`src/hdl/mtm_pkg.sv`:
```
// Package for the 16-bit modulo timer: register map, field layout, reset values, types.
// Assumes an Avalon-MM slave with 32-bit data and word-aligned byte addresses.
package mtm_pkg;
   // Register byte offsets
   localparam logic [3:0] ADDR_CTRL  = 4'h0;   // status/control
   localparam logic [3:0] ADDR_CNTH  = 4'h4;   // count high byte
   localparam logic [3:0] ADDR_CNTL  = 4'h8;   // count low byte
   localparam logic [3:0] ADDR_LIMH  = 4'hc;   // wrap limit high byte (index 3)
   localparam logic [3:0] ADDR_LIML  = 4'h0;   // wrap limit low byte, bank 1
   localparam int         ADDR_W     = 5;
   // Control field positions
   localparam int BIT_FLAG  = 7;
   localparam int BIT_IE    = 6;
   localparam int BIT_CLR   = 5;
   localparam int BIT_HALT  = 4;
   localparam int SRC_LO    = 8;
   localparam int PS_LO     = 0;
   localparam int PS_W      = 4;
   localparam int SRC_W     = 2;
   // Reset values
   localparam logic [15:0] CNT_RST   = 16'h0000;
   localparam logic [15:0] LIM_RST   = 16'h0000;
   localparam logic [3:0]  PS_RST    = 4'h0;
   localparam logic [3:0]  PS_MAX    = 4'h8;
   localparam logic [7:0]  PRE_RST   = 8'h00;
   // Count sources
   typedef enum logic [1:0] {
      MTM_SRC_BUS  = 2'h0,
      MTM_SRC_FIX  = 2'h1,
      MTM_SRC_FALL = 2'h2,
      MTM_SRC_RISE = 2'h3
   } mtm_src_e;
   // Bus transaction bundle
   typedef struct packed {
      logic [ADDR_W-1:0] addr;
      logic              rd;
      logic              wr;
      logic [31:0]       wdata;
   } mtm_bus_s;
endpackage

```
`src/hdl/mtm_timer.sv`:
```
// 16-bit modulo timer with Avalon-MM register slave, prescaler and source select.
// Assumes inputs synchronous to mclk_in except ext_count_pin and fixed_rate_clock_in, which are synchronised here.
// Notes on behaviour
// - Modes: stopped, free-running with zero limit, modulo with nonzero limit.
// - Reset halts and zeroes counter, zero limit, bus clock source, divide by one.
// - Writing control with halt bit clear starts counting.
// - Source is bus clock, fixed-rate clock, or falling or rising pin edges.
// - Changing source while running keeps the count.
// - Prescaler divides source by 1 through 256 in powers of two.
// - Changing prescale while running keeps the count.
// - Limit holds 0x0001 to 0xFFFF; zero means free-running.
// - Counter increments at prescaled rate, wraps to zero after matching limit.
// - Flag sets on each step to zero, from the limit value or from 0xFFFF when free-running.
// - An overflow between that read and write cancels the clear.
// - Writing one to the clear command also clears the flag.
// - Interrupt request is flag and enable together.
// - Source codes 00 bus, 01 fixed, 10 falling, 11 rising; reset to 00.
// - Prescale codes 0 to 8 divide by 1 to 256; higher codes divide by 256.
// - Reading either count byte latches both until the next read of either count byte.
// - Limit bytes buffered, applied together; second byte of first pair after reset clears count now.
//
// The implementer's own choices: the register addresses and the Avalon-MM register port.
`timescale 1ns/1ps
`default_nettype none
module mtm_timer #(
   parameter int CNT_W = 16                          // Counter width
) (
   input  wire logic                      mclk_in,         // Bus clock, 20 MHz
   input  wire logic                      sys_rst_in,      // Synchronous reset, active high
   input  wire logic [mtm_pkg::ADDR_W-1:0] avs_address_in,  // Byte address
   input  wire logic                      avs_read_in,     // Read request
   input  wire logic                      avs_write_in,    // Write request
   input  wire logic [31:0]               avs_writedata_in,// Write data
   input  wire logic [3:0]                avs_byteenable_in, // Byte enables
   output logic      [31:0]               avs_readdata_out,  // Read data
   output logic                           avs_waitrequest_out, // Wait request
   input  wire logic                      fixed_rate_clock_in, // Fixed-rate tick, level
   input  wire logic                      ext_count_pin_in,    // External count pin
   output logic                           wrap_irq_out     // Overflow interrupt request
);
   // Bus request bundle
   mtm_pkg::mtm_bus_s bus;
   assign bus.addr  = avs_address_in;
   assign bus.rd    = avs_read_in;
   assign bus.wr    = avs_write_in;
   assign bus.wdata = avs_writedata_in;

   // Register state
   logic [CNT_W-1:0]          cnt_q;
   logic [CNT_W-1:0]          lim_q;
   logic [7:0]                lim_buf_q;
   logic                      lim_half_q;
   logic                      lim_first_q;
   logic                      lim_pend_q;
   logic [CNT_W-1:0]          lim_new_q;
   logic [CNT_W-1:0]          cnt_buf_q;
   logic                      cnt_half_q;
   logic                      halt_q;
   logic                      ie_q;
   logic                      flag_q;
   logic                      arm_q;
   logic [1:0]                src_q;
   logic [mtm_pkg::PS_W-1:0]  ps_q;
   logic [7:0]                pre_q;
   logic                      pin_s1_q;
   logic                      pin_s2_q;
   logic                      pin_s3_q;
   logic                      fix_s1_q;
   logic                      fix_s2_q;
   logic                      fix_s3_q;
   logic                      ack_q;
   logic [31:0]               rdata_q;
   logic                      irq_q;

   // Access decode; one wait cycle before each answer
   wire req      = (bus.rd | bus.wr) & ~ack_q;
   wire wr_go    = bus.wr & ack_q;
   wire rd_go    = bus.rd & ack_q;
   wire bank1    = bus.addr[4];
   wire [3:0] lo = bus.addr[3:0];
   wire sel_ctrl = ~bank1 & (lo == mtm_pkg::ADDR_CTRL);
   wire sel_cnth = ~bank1 & (lo == mtm_pkg::ADDR_CNTH);
   wire sel_cntl = ~bank1 & (lo == mtm_pkg::ADDR_CNTL);
   wire sel_limh = ~bank1 & (lo == mtm_pkg::ADDR_LIMH);
   wire sel_liml =  bank1 & (lo == mtm_pkg::ADDR_LIML);
   wire be0      = avs_byteenable_in[0];
   wire be1      = avs_byteenable_in[1];

   // Control write fields
   wire wr_ctrl  = wr_go & sel_ctrl;
   wire w_flag   = bus.wdata[mtm_pkg::BIT_FLAG];
   wire w_clr    = wr_ctrl & be0 & bus.wdata[mtm_pkg::BIT_CLR];
   wire wr_limh  = wr_go & sel_limh & be0;
   wire wr_liml  = wr_go & sel_liml & be0;

   // Source edge tick selection
   wire pin_fall = pin_s3_q & ~pin_s2_q;
   wire pin_rise = ~pin_s3_q & pin_s2_q;
   wire fix_rise = ~fix_s3_q & fix_s2_q;
   logic src_tick;
   always_comb begin
      case (src_q)
         mtm_pkg::MTM_SRC_BUS:  src_tick = 1'b1;
         mtm_pkg::MTM_SRC_FIX:  src_tick = fix_rise;
         mtm_pkg::MTM_SRC_FALL: src_tick = pin_fall;
         default:               src_tick = pin_rise;
      endcase
   end

   // Prescale mask, codes above 8 clamp to 256
   function automatic logic [7:0] ps_mask(input logic [3:0] ps);
      logic [3:0] p;
      p = (ps > mtm_pkg::PS_MAX) ? mtm_pkg::PS_MAX : ps;
      ps_mask = 8'((9'h001 << p) - 9'h001);
   endfunction
   wire [7:0] mask   = ps_mask(ps_q);
   wire running      = ~halt_q;
   wire pre_done     = ((pre_q & mask) == mask);
   wire step         = running & src_tick & pre_done;
   wire modulo_mode  = (lim_q != mtm_pkg::LIM_RST);
   wire at_top       = modulo_mode ? (cnt_q == lim_q) : (&cnt_q);
   wire wrap         = step & at_top;
   wire lim_imm      = (wr_limh | wr_liml) & lim_half_q & lim_first_q;
   wire [CNT_W-1:0] lim_cat = {lim_buf_q, bus.wdata[7:0]};

   // Prescaler keeps counting across source or divisor changes
   always_ff @(posedge mclk_in) begin
      if (sys_rst_in | w_clr | halt_q) begin
         pre_q <= mtm_pkg::PRE_RST;
      end else if (src_tick) begin
         pre_q <= pre_done ? mtm_pkg::PRE_RST : pre_q + 8'h01;
      end
   end

   // Input synchronisers and edge history
   always_ff @(posedge mclk_in) begin
      pin_s1_q <= ext_count_pin_in;
      pin_s2_q <= pin_s1_q;
      pin_s3_q <= pin_s2_q;
      fix_s1_q <= fixed_rate_clock_in;
      fix_s2_q <= fix_s1_q;
      fix_s3_q <= fix_s2_q;
   end

   // Counter and wrap limit
   always_ff @(posedge mclk_in) begin
      if (sys_rst_in | w_clr) begin
         cnt_q <= mtm_pkg::CNT_RST;
      end else if (lim_imm) begin
         cnt_q <= mtm_pkg::CNT_RST;
      end else if (wrap) begin
         cnt_q <= mtm_pkg::CNT_RST;
      end else if (step) begin
         cnt_q <= cnt_q + 16'h0001;
      end
   end

   // Limit write buffering: bytes in either order; first pair after reset applied at once, later pairs at next wrap or while halted
   always_ff @(posedge mclk_in) begin
      if (sys_rst_in) begin
         lim_q       <= mtm_pkg::LIM_RST;
         lim_buf_q   <= 8'h00;
         lim_half_q  <= 1'b0;
         lim_first_q <= 1'b1;
         lim_pend_q  <= 1'b0;
         lim_new_q   <= mtm_pkg::LIM_RST;
      end else if (w_clr) begin
         lim_half_q <= 1'b0;
      end else if (wr_limh | wr_liml) begin
         if (!lim_half_q) begin
            lim_half_q <= 1'b1;
            lim_buf_q  <= bus.wdata[7:0];
            lim_new_q  <= wr_limh ? {bus.wdata[7:0], lim_q[7:0]} : {lim_q[15:8], bus.wdata[7:0]};
         end else begin
            lim_half_q  <= 1'b0;
            lim_first_q <= 1'b0;
            if (lim_first_q) begin
               lim_q <= wr_liml ? lim_cat : {bus.wdata[7:0], lim_buf_q};
            end else begin
               lim_pend_q <= 1'b1;
               lim_new_q  <= wr_liml ? lim_cat : {bus.wdata[7:0], lim_buf_q};
            end
         end
      end else if (lim_pend_q & (wrap | halt_q)) begin
         lim_q      <= lim_new_q;
         lim_pend_q <= 1'b0;
      end
   end

   // Control bits; reset stops the counter
   always_ff @(posedge mclk_in) begin
      if (sys_rst_in) begin
         halt_q <= 1'b1;
         ie_q   <= 1'b0;
         src_q  <= mtm_pkg::MTM_SRC_BUS;
         ps_q   <= mtm_pkg::PS_RST;
      end else if (wr_ctrl) begin
         if (be0) begin
            halt_q <= bus.wdata[mtm_pkg::BIT_HALT];
            ie_q   <= bus.wdata[mtm_pkg::BIT_IE];
            ps_q   <= bus.wdata[mtm_pkg::PS_LO +: mtm_pkg::PS_W];
         end
         if (be1) begin
            src_q <= bus.wdata[mtm_pkg::SRC_LO +: mtm_pkg::SRC_W];
         end
      end
   end

   // Overflow flag with two-step clear; a new wrap wins and disarms
   always_ff @(posedge mclk_in) begin
      if (sys_rst_in) begin
         flag_q <= 1'b0;
         arm_q  <= 1'b0;
      end else if (wrap) begin
         flag_q <= 1'b1;
         arm_q  <= 1'b0;
      end else if (w_clr) begin
         flag_q <= 1'b0;
         arm_q  <= 1'b0;
      end else if (wr_ctrl & be0 & ~w_flag & arm_q) begin
         flag_q <= 1'b0;
         arm_q  <= 1'b0;
      end else if (rd_go & sel_ctrl & flag_q) begin
         arm_q <= 1'b1;
      end
   end

   // Coherent count read buffer
   // The snapshot is taken on the edge that also loads the read data, so the
   // byte returned first and the byte held for later come from one count value.
   wire cnt_sel  = sel_cnth | sel_cntl;
   wire cnt_snap = req & bus.rd & cnt_sel & ~cnt_half_q;
   always_ff @(posedge mclk_in) begin
      if (sys_rst_in | w_clr) begin
         cnt_half_q <= 1'b0;
         cnt_buf_q  <= mtm_pkg::CNT_RST;
      end else if (cnt_snap) begin
         cnt_buf_q <= cnt_q;
      end else if (rd_go & cnt_sel) begin
         cnt_half_q <= ~cnt_half_q;
      end
   end

   // Read mux
   wire [CNT_W-1:0] cnt_view = cnt_half_q ? cnt_buf_q : cnt_q;
   wire [31:0] ctrl_word = {22'h000000, src_q, flag_q, ie_q, 1'b0, halt_q, ps_q};
   logic [31:0] rmux;
   always_comb begin
      rmux = 32'h00000000;
      if (sel_ctrl) rmux = ctrl_word;
      if (sel_cnth) rmux = {24'h000000, cnt_view[15:8]};
      if (sel_cntl) rmux = {24'h000000, cnt_view[7:0]};
      if (sel_limh) rmux = {24'h000000, lim_q[15:8]};
      if (sel_liml) rmux = {24'h000000, lim_q[7:0]};
   end

   // Bus answer and interrupt output
   always_ff @(posedge mclk_in) begin
      if (sys_rst_in) begin
         ack_q   <= 1'b0;
         rdata_q <= 32'h00000000;
         irq_q   <= 1'b0;
      end else begin
         ack_q   <= req;
         rdata_q <= rmux;
         irq_q   <= (flag_q | wrap) & ie_q;
      end
   end

   assign avs_readdata_out    = rdata_q;
   assign avs_waitrequest_out = ~ack_q;
   assign wrap_irq_out        = irq_q;
endmodule
`default_nettype wire

```
`config.mk`:
```
export PLATFORM = sky130hd
export DESIGN_NAME = mtm_timer
export DESIGN_NICKNAME = d
export VERILOG_FILES = /design/src/hdl/mtm_pkg.sv /design/src/hdl/mtm_timer.sv
export SDC_FILE = /design/constraint.sdc
export NUM_CORES = 1
export LEC_CHECK = 0
export ABC_AREA = 1
export ABC_CLOCK_PERIOD_IN_PS = 4700
export BUFFER_PORTS_ARGS = -buffer_cell sky130_fd_sc_hd__buf_2
export CAP_MARGIN = 20
export CORE_MARGIN = 2
export CORE_UTILIZATION = 25
export DETAILED_ROUTE_END_ITERATION = 8
export HOLD_SLACK_MARGIN = 0.05
export PLACE_DENSITY = 0.41
export SYNTH_ARGS = -nofsm -noshare
export SYNTH_HDL_FRONTEND = slang
export SYNTH_SLANG_ARGS = --single-unit
```
`constraint.sdc`:
```
create_clock -name mclk_in -period 4.7 [get_ports mclk_in]
set_input_delay 0.705 -clock mclk_in [delete_from_list [all_inputs] [get_ports mclk_in]]
set_output_delay 0.705 -clock mclk_in [all_outputs]
set_load 0.01 [all_outputs]
```
=== Word-level counts from Yosys, hierarchy flattened ===
Index checks and enable logic that the tools add are counted.

* $add $sub $neg: 3
* Multiply operators: 0
* Divide/modulo/power cells: 0
* $lt $le $gt $ge: 1
* Equal/unequal tests: 11
* Shift-type cells: 1
* Muxes and demuxes: 26
* Bitwise logic cells: 53
* Reductions and logical operators: 19

{| class="wikitable"
|+ Operators by type and width
! cell !! count
|-
| 2-to-1 mux 16 bit || 9
|-
| 2-to-1 mux 8 bit || 6
|-
| AND 1 bit || 33
|-
| adder 16 x 1 -> 16 bit, second input constant || 1
|-
| == test 16 bit || 1
|-
| AND reduction 16 bit || 1
|-
| nonzero test 16 bit || 1
|-
| NOT 1 bit || 12
|-
| 2-to-1 mux 1 bit || 9
|-
| AND reduction 3 bit || 3
|-
| adder 8 x 1 -> 8 bit, second input constant || 1
|-
| AND 8 bit || 1
|-
| == test 4 bit, second input constant || 2
|-
| == test 8 bit || 1
|-
| inequality test 2 bit, second input constant || 4
|-
| AND reduction 4 bit || 2
|-
| << shifter 1 x 4 -> 8 bit, first input constant || 1
|-
| subtractor 8 x 1 -> 8 bit, second input constant || 1
|-
| OR 1 bit || 7
|-
| AND reduction 2 bit || 3
|-
| OR reduction 6 bit || 1
|-
| OR reduction 5 bit || 1
|-
| == test 4 x 3 -> 1 bit, second input constant || 1
|-
| > comparator 4 bit, second input constant || 1
|-
| other kinds (11) || 11
|}

* Bits in registers: 134
* Latch bits: 0
* RAM bits: 0
* Bits in read-only memories: 0
* Input port bits: 47
* Output and inout port bits: 34
* Memories kept: 0

=== Logic depth before layout (Yosys ltp) ===
* Depth after elaboration: 12
* Mapped depth: 17
* Gate-level depth less buffers: 16

=== Worst setup path before layout ===
Ideal clock, no wire load.

* Path type: input to register
* Start: input avs_address_in[1] (netlist name)
* End: register lim_q[10]
* Setup time: 113 ps
* Arrival: 1973 ps
* Data required time: 4587 ps
* Path slack: 2614 ps
* Stages: 13
* Buffers on the path: 1
* Path through: nor2_2 -> nand2_1 -> nor2_2 -> inv_2 -> nor2_2 -> inv_2 -> nor2_4 -> inv_1 -> nand2_4 -> buf_6 -> nand2_2 -> nand2_1 -> nor2_1

* Cells in the longest elaborated chain, start to end: 8
* Elaborated cells between the ends (all ways): 22
* Those cells by class: eq/ne (3); mux (4); bitwise (12); reduce/logical (3)

{| class="wikitable"
|+ RTL lines
! what !! RTL line !! text
|-
| from (decl) || mtm_timer.sv:30 || <nowiki>input wire logic [mtm_pkg::ADDR_W-1:0] avs_address_in,</nowiki>
|-
| logical NOT 4 bit || mtm_timer.sv:81, mtm_timer.sv:85 ||
|-
| AND 1 bit || mtm_timer.sv:85 || <nowiki>wire sel_liml = bank1 & (lo == mtm_pkg::ADDR_LIML);</nowiki>
|-
| AND 1 bit (2 in series) || mtm_timer.sv:94 || <nowiki>wire wr_liml = wr_go & sel_liml & be0;</nowiki>
|-
| 2-to-1 mux 16 bit || mtm_timer.sv:178 || <nowiki>lim_q <= wr_liml ? lim_cat : {bus.wdata[7:0], lim_buf_q};</nowiki>
|-
| 2-to-1 mux 16 bit || mtm_timer.sv:177 || <nowiki>if (lim_first_q) begin</nowiki>
|-
| 2-to-1 mux 16 bit || mtm_timer.sv:170 || <nowiki>if (!lim_half_q) begin</nowiki>
|-
| 2-to-1 mux 16 bit || mtm_timer.sv:169 || <nowiki>end else if (wr_limh | wr_liml) begin</nowiki>
|-
| to (signal assigned) || mtm_timer.sv:161 || <nowiki>lim_q <= mtm_pkg::LIM_RST;</nowiki>
|-
| to (signal assigned) || mtm_timer.sv:178 ||
|-
| to (signal assigned) || mtm_timer.sv:185 || <nowiki>lim_q <= lim_new_q;</nowiki>
|-
| to (decl) || mtm_timer.sv:50 || <nowiki>logic [CNT_W-1:0] lim_q;</nowiki>
|}

Several ways; a longest one is shown, not always the timed one. The select of a mux whose other input is x is not followed.
A chain may end at the register's enable or synchronous reset.

=== Final worst setup path ===
* Start: register ps_q[3] (netlist name)
* End: register cnt_q[2]

* Cells in the longest elaborated chain, start to end: 9

{| class="wikitable"
|+ RTL lines
! what !! RTL line !! text
|-
| from (decl) || mtm_timer.sv:63 || <nowiki>logic [mtm_pkg::PS_W-1:0] ps_q;</nowiki>
|-
| from (signal assigned) || mtm_timer.sv:196 || <nowiki>ps_q <= mtm_pkg::PS_RST;</nowiki>
|-
| from (signal assigned) || mtm_timer.sv:201 || <nowiki>ps_q <= bus.wdata[mtm_pkg::PS_LO +: mtm_pkg::PS_W];</nowiki>
|-
| > comparator 4 bit || mtm_timer.sv:113 || <nowiki>p = (ps > mtm_pkg::PS_MAX) ? mtm_pkg::PS_MAX : ps;</nowiki>
|-
| 2-to-1 mux 4 bit * || mtm_timer.sv:113 ||
|-
| << shifter 1 x 4 -> 8 bit * || mtm_timer.sv:114 || <nowiki>ps_mask = 8'((9'h001 << p) - 9'h001);</nowiki>
|-
| subtractor 8 x 1 -> 8 bit * || mtm_timer.sv:114 ||
|-
| AND 8 bit || mtm_timer.sv:118 || <nowiki>wire pre_done = ((pre_q & mask) == mask);</nowiki>
|-
| == test 8 bit * || mtm_timer.sv:118 ||
|-
| AND 1 bit * || mtm_timer.sv:119 || <nowiki>wire step = running & src_tick & pre_done;</nowiki>
|-
| AND 1 bit || mtm_timer.sv:122 || <nowiki>wire wrap = step & at_top;</nowiki>
|-
| OR reduction 3 bit (no line) || -- ||
|-
| to (signal assigned) || mtm_timer.sv:148 || <nowiki>cnt_q <= mtm_pkg::CNT_RST;</nowiki>
|-
| to (signal assigned) || mtm_timer.sv:150 || <nowiki>cnt_q <= mtm_pkg::CNT_RST;</nowiki>
|-
| to (signal assigned) || mtm_timer.sv:152 || <nowiki>cnt_q <= mtm_pkg::CNT_RST;</nowiki>
|-
| to (decl) || mtm_timer.sv:49 || <nowiki>logic [CNT_W-1:0] cnt_q;</nowiki>
|}

Every way passes the cells marked *; elsewhere a longest branch is shown, timed or not.

==> flow_summary.ini <==
[status]
status = completed

[placement]
pre_cts_ws_ns = 1.586
io_buffers = 34
hpwl_mm = 14.45
placed_cell_area_mm2 = 0.006681
place.gp.congestion = 0.8503

[power_and_ir_drop]
p_per_area_mw_per_mm2 = 275.9
p_int_mw = 1.457
p_comb_frac = 0.044
p_sw_uw = 480.0
peakVddDrop_uv = 139.4
power_mw = 1.937
clock_power_share = 0.462
pwr-share-seq = 0.494
cellLeakagePower_nw = 2.916
power.share.switching = 0.2479

[route]
drtIter0Drc = 373
drtAntennaViolNets = 0
wl_mm = 19.65
drc_errors = 0
via_count = 5832
detail_route.wl_per_cell_um = 14.97
dr.pass1.iters = 5
drt-vias-per-instance = 4.442

[floorplanning]
die_x_um = 163.2
initial_core_util = 0.2530
pin_count = 81
num_rows = 58
core-area_mm2 = 0.02504
dieArea_mm2 = 0.02662
dieHeight_um = 163.2

[finish]
antennaDiodeCount = 0
drive_above_1_share = 0.1068
nets = 1028
final_area_mm2 = 0.007019
nFillCells = 2875
area_delta_synth_final_pct = 10.83

[setup_path]
cp_data_arrival_time_ns = 2.98
max_stage_delay_ns = 0.66
regToRegSetupSlack_ns = 1.96
critPathTopFamily = simple AND/OR/NAND/NOR gates
crit_path_start_kind = flip-flop
cpMostUsedCell = nand3_2
crit_fanout = 16
end_kind = flip-flop
worstSetupPathType = reg -> reg
crit_chain = nor2_2 > nand2_1 > ha_1 > a21boi_1 > nand3_1 > nand3_2 > nand3_2 > nor2_4 > nand2_1 > nand3_2 > nor3_1
slowest_stage = dfxtp_1
crit_required_ns = 4.94
path_buf_inv = 0

[sta]
drv_slew = 0
holdWs_ns = 0.3577
tightestPinTransition_ns = 0.8118
finalWorstSetupSlack_ns = 1.958
fin_skew_ns = 0.01275
slew_headroom = 0.4575
max_freq_mhz = 364.7
hold_violations = 0
tns_ns = 0
min_period_ns = 2.742
fin_crit_sh = 0.5835
setup_viol = 0
rsz0062_at_grt = no

[cts]
cts-resized-gates = 0
hold_buffers = 0
clkTransAtPathRegs_ns = 0.09
cts_tree = done
cts_sinks = 112
h-tree-depth = 3
clk_path_buf_depth = 2
clock_latency_ns = 0.37
root_buffer = clkbuf_16
numCtsBuffers = 9
cts_setup_buffers = 0

[global_route]
grt_pass1_vias = 5476
grt_max_degree = 36
antenna_found_initial = 0
grt_overflow = 0
grt_pass1_wl_mm = 31.10
grt_usage = 0.1522

[flow_run]
maxCapViolCount = 0

[synthesis]
ys_warn_count = 0
syn_area_mm2 = 0.006334
ys_seq_area_frac = 0.3540
avgSynthCellArea_um2 = 6.563
yosysMostFrequentCell = nand2_1
post-synth-top-area-cell = dfxtp_1
yosys.area.top_type_share = 0.3540
synth_common_cells = 236 x nand2_1, 121 x inv_1, 112 x dfxtp_1
synth-main-ff-cell = dfxtp_1
synth-edff-count = 0
netlist_top_cells_area = dfxtp_1 35%, nand2_1 14%, inv_1 7.2%, o21ai_0 6.6%, nor2_1 6.3%
synth.distinct_cells = 43
synth_cells = 965
synth-async-reset-ratio = 0
synth_seq_cells = 112

[min_path]
hp-class = reg -> reg
==> layer usage <==
metal | vias to the layer above | wire length, um | global-route usage
met1 | 2664 | 9627 | 0.2064
met2 | 97 | 9106 | 0.2545
met4 | 0 | 188 | 0.03459
met5 | - | 0 | 0
li1 | 3059 | - | -
met3 | 12 | 729 | 0.02285
==> layout by cell type (no fill, tap or decap), drive strengths merged <==
| cell type | synthesis | layout |
|---|---|---|
| nand2 | 251 | 251 |
| inv | 133 | 136 |
| nor2 | 120 | 120 |
| dfxtp | 112 | 112 |
| o21ai | 93 | 93 |
| a21oi | 74 | 74 |
| buf | 40 | 40 |
| nand3 | 24 | 24 |
| conb | 1 | 22 |
| nor3 | 20 | 20 |
| mux2i | 16 | 16 |
| nand4 | 12 | 12 |
| xor2 | 11 | 11 |
| clkbuf | 19 | 9 |
| nor4 | 9 | 9 |
| a31oi | 8 | 8 |
| a221oi | 5 | 5 |
| o211ai | 3 | 3 |
| a211oi | 3 | 3 |
| ha | 3 | 3 |
| bufinv | 0 | 2 |
| clkinv | 1 | 2 |
| or2 | 1 | 1 |
| a32oi | 1 | 1 |
| a41oi | 1 | 1 |
| a21boi | 1 | 1 |
| o21bai | 1 | 1 |
| xnor2 | 1 | 1 |
| o311ai | 1 | 1 |
| clkinvlp | 0 | 1 |
==> power by group through the flow <==
stage | combinational [mW] | sequential [mW] | clock [mW]
2_1_floorplan | 0.0670 | 0.978 | 0
3_3_place_gp | 0.0854 | 0.980 | 0
3_5_place_dp | 0.0852 | 0.980 | 0
4_1_cts | 0.0858 | 0.958 | 0.920
5_1_grt | 0.0950 | 0.959 | 0.961
6_report | 0.0845 | 0.957 | 0.895
==> cells by family after synthesis <==
logic type | share of synthesized area
and+or+nand+nor | 0.2993
xor gates and xnor gates | 0.01659
DFF | 0.3540
buffers and inverters | 0.1367
adders and majority gates | 0.005927
other | 0.0005921
AOI/OAI and AO/OA | 0.1616
muxes | 0.02529
==> cell type report <==
type | count | area (um^2) | share of cell area
multi-input cells | 681 | 3308 | 0.4713
flip-flops and latches | 112 | 2242 | 0.3194
inverters | 134 | 503.0 | 0.07166
well taps | 330 | 412.9 | 0.05882
clock buffers | 9 | 225.2 | 0.03209
repair buffers | 40 | 215.2 | 0.03066
clock inverters | 7 | 112.6 | 0.01604
==> state kept, by name (all words and copies together) (netlist names), 2 cells and up <==
signal,cells
pre_q,8
ps_q,4
lim_buf_q,8
src_q,2
lim_new_q,16
lim_q,16
cnt_buf_q,16
avs_readdata_out,10
cnt_q,16
==> through the flow <==
step | util | std cells
2_1_floorplan | - | 986
3_3_place_gp | 0.2669 | 1297
3_5_place_dp | 0.2669 | 1297
4_1_cts | 0.2804 | 1313
5_1_grt | 0.2804 | 1313
6_report | 0.2804 | 1313
==> path summary, 6_finish.rpt <==
kind                            depth (start not counted)        to     start
worst min-delay path                                    0  pin_s2_q  pin_s1_q
worst max register to register                         11  cnt_q[2]   ps_q[3]
worst max-delay path                                   11  cnt_q[2]   ps_q[3]
worst min register to register                          0  pin_s2_q  pin_s1_q
Note: power is estimated with default switching activity, not from simulation.
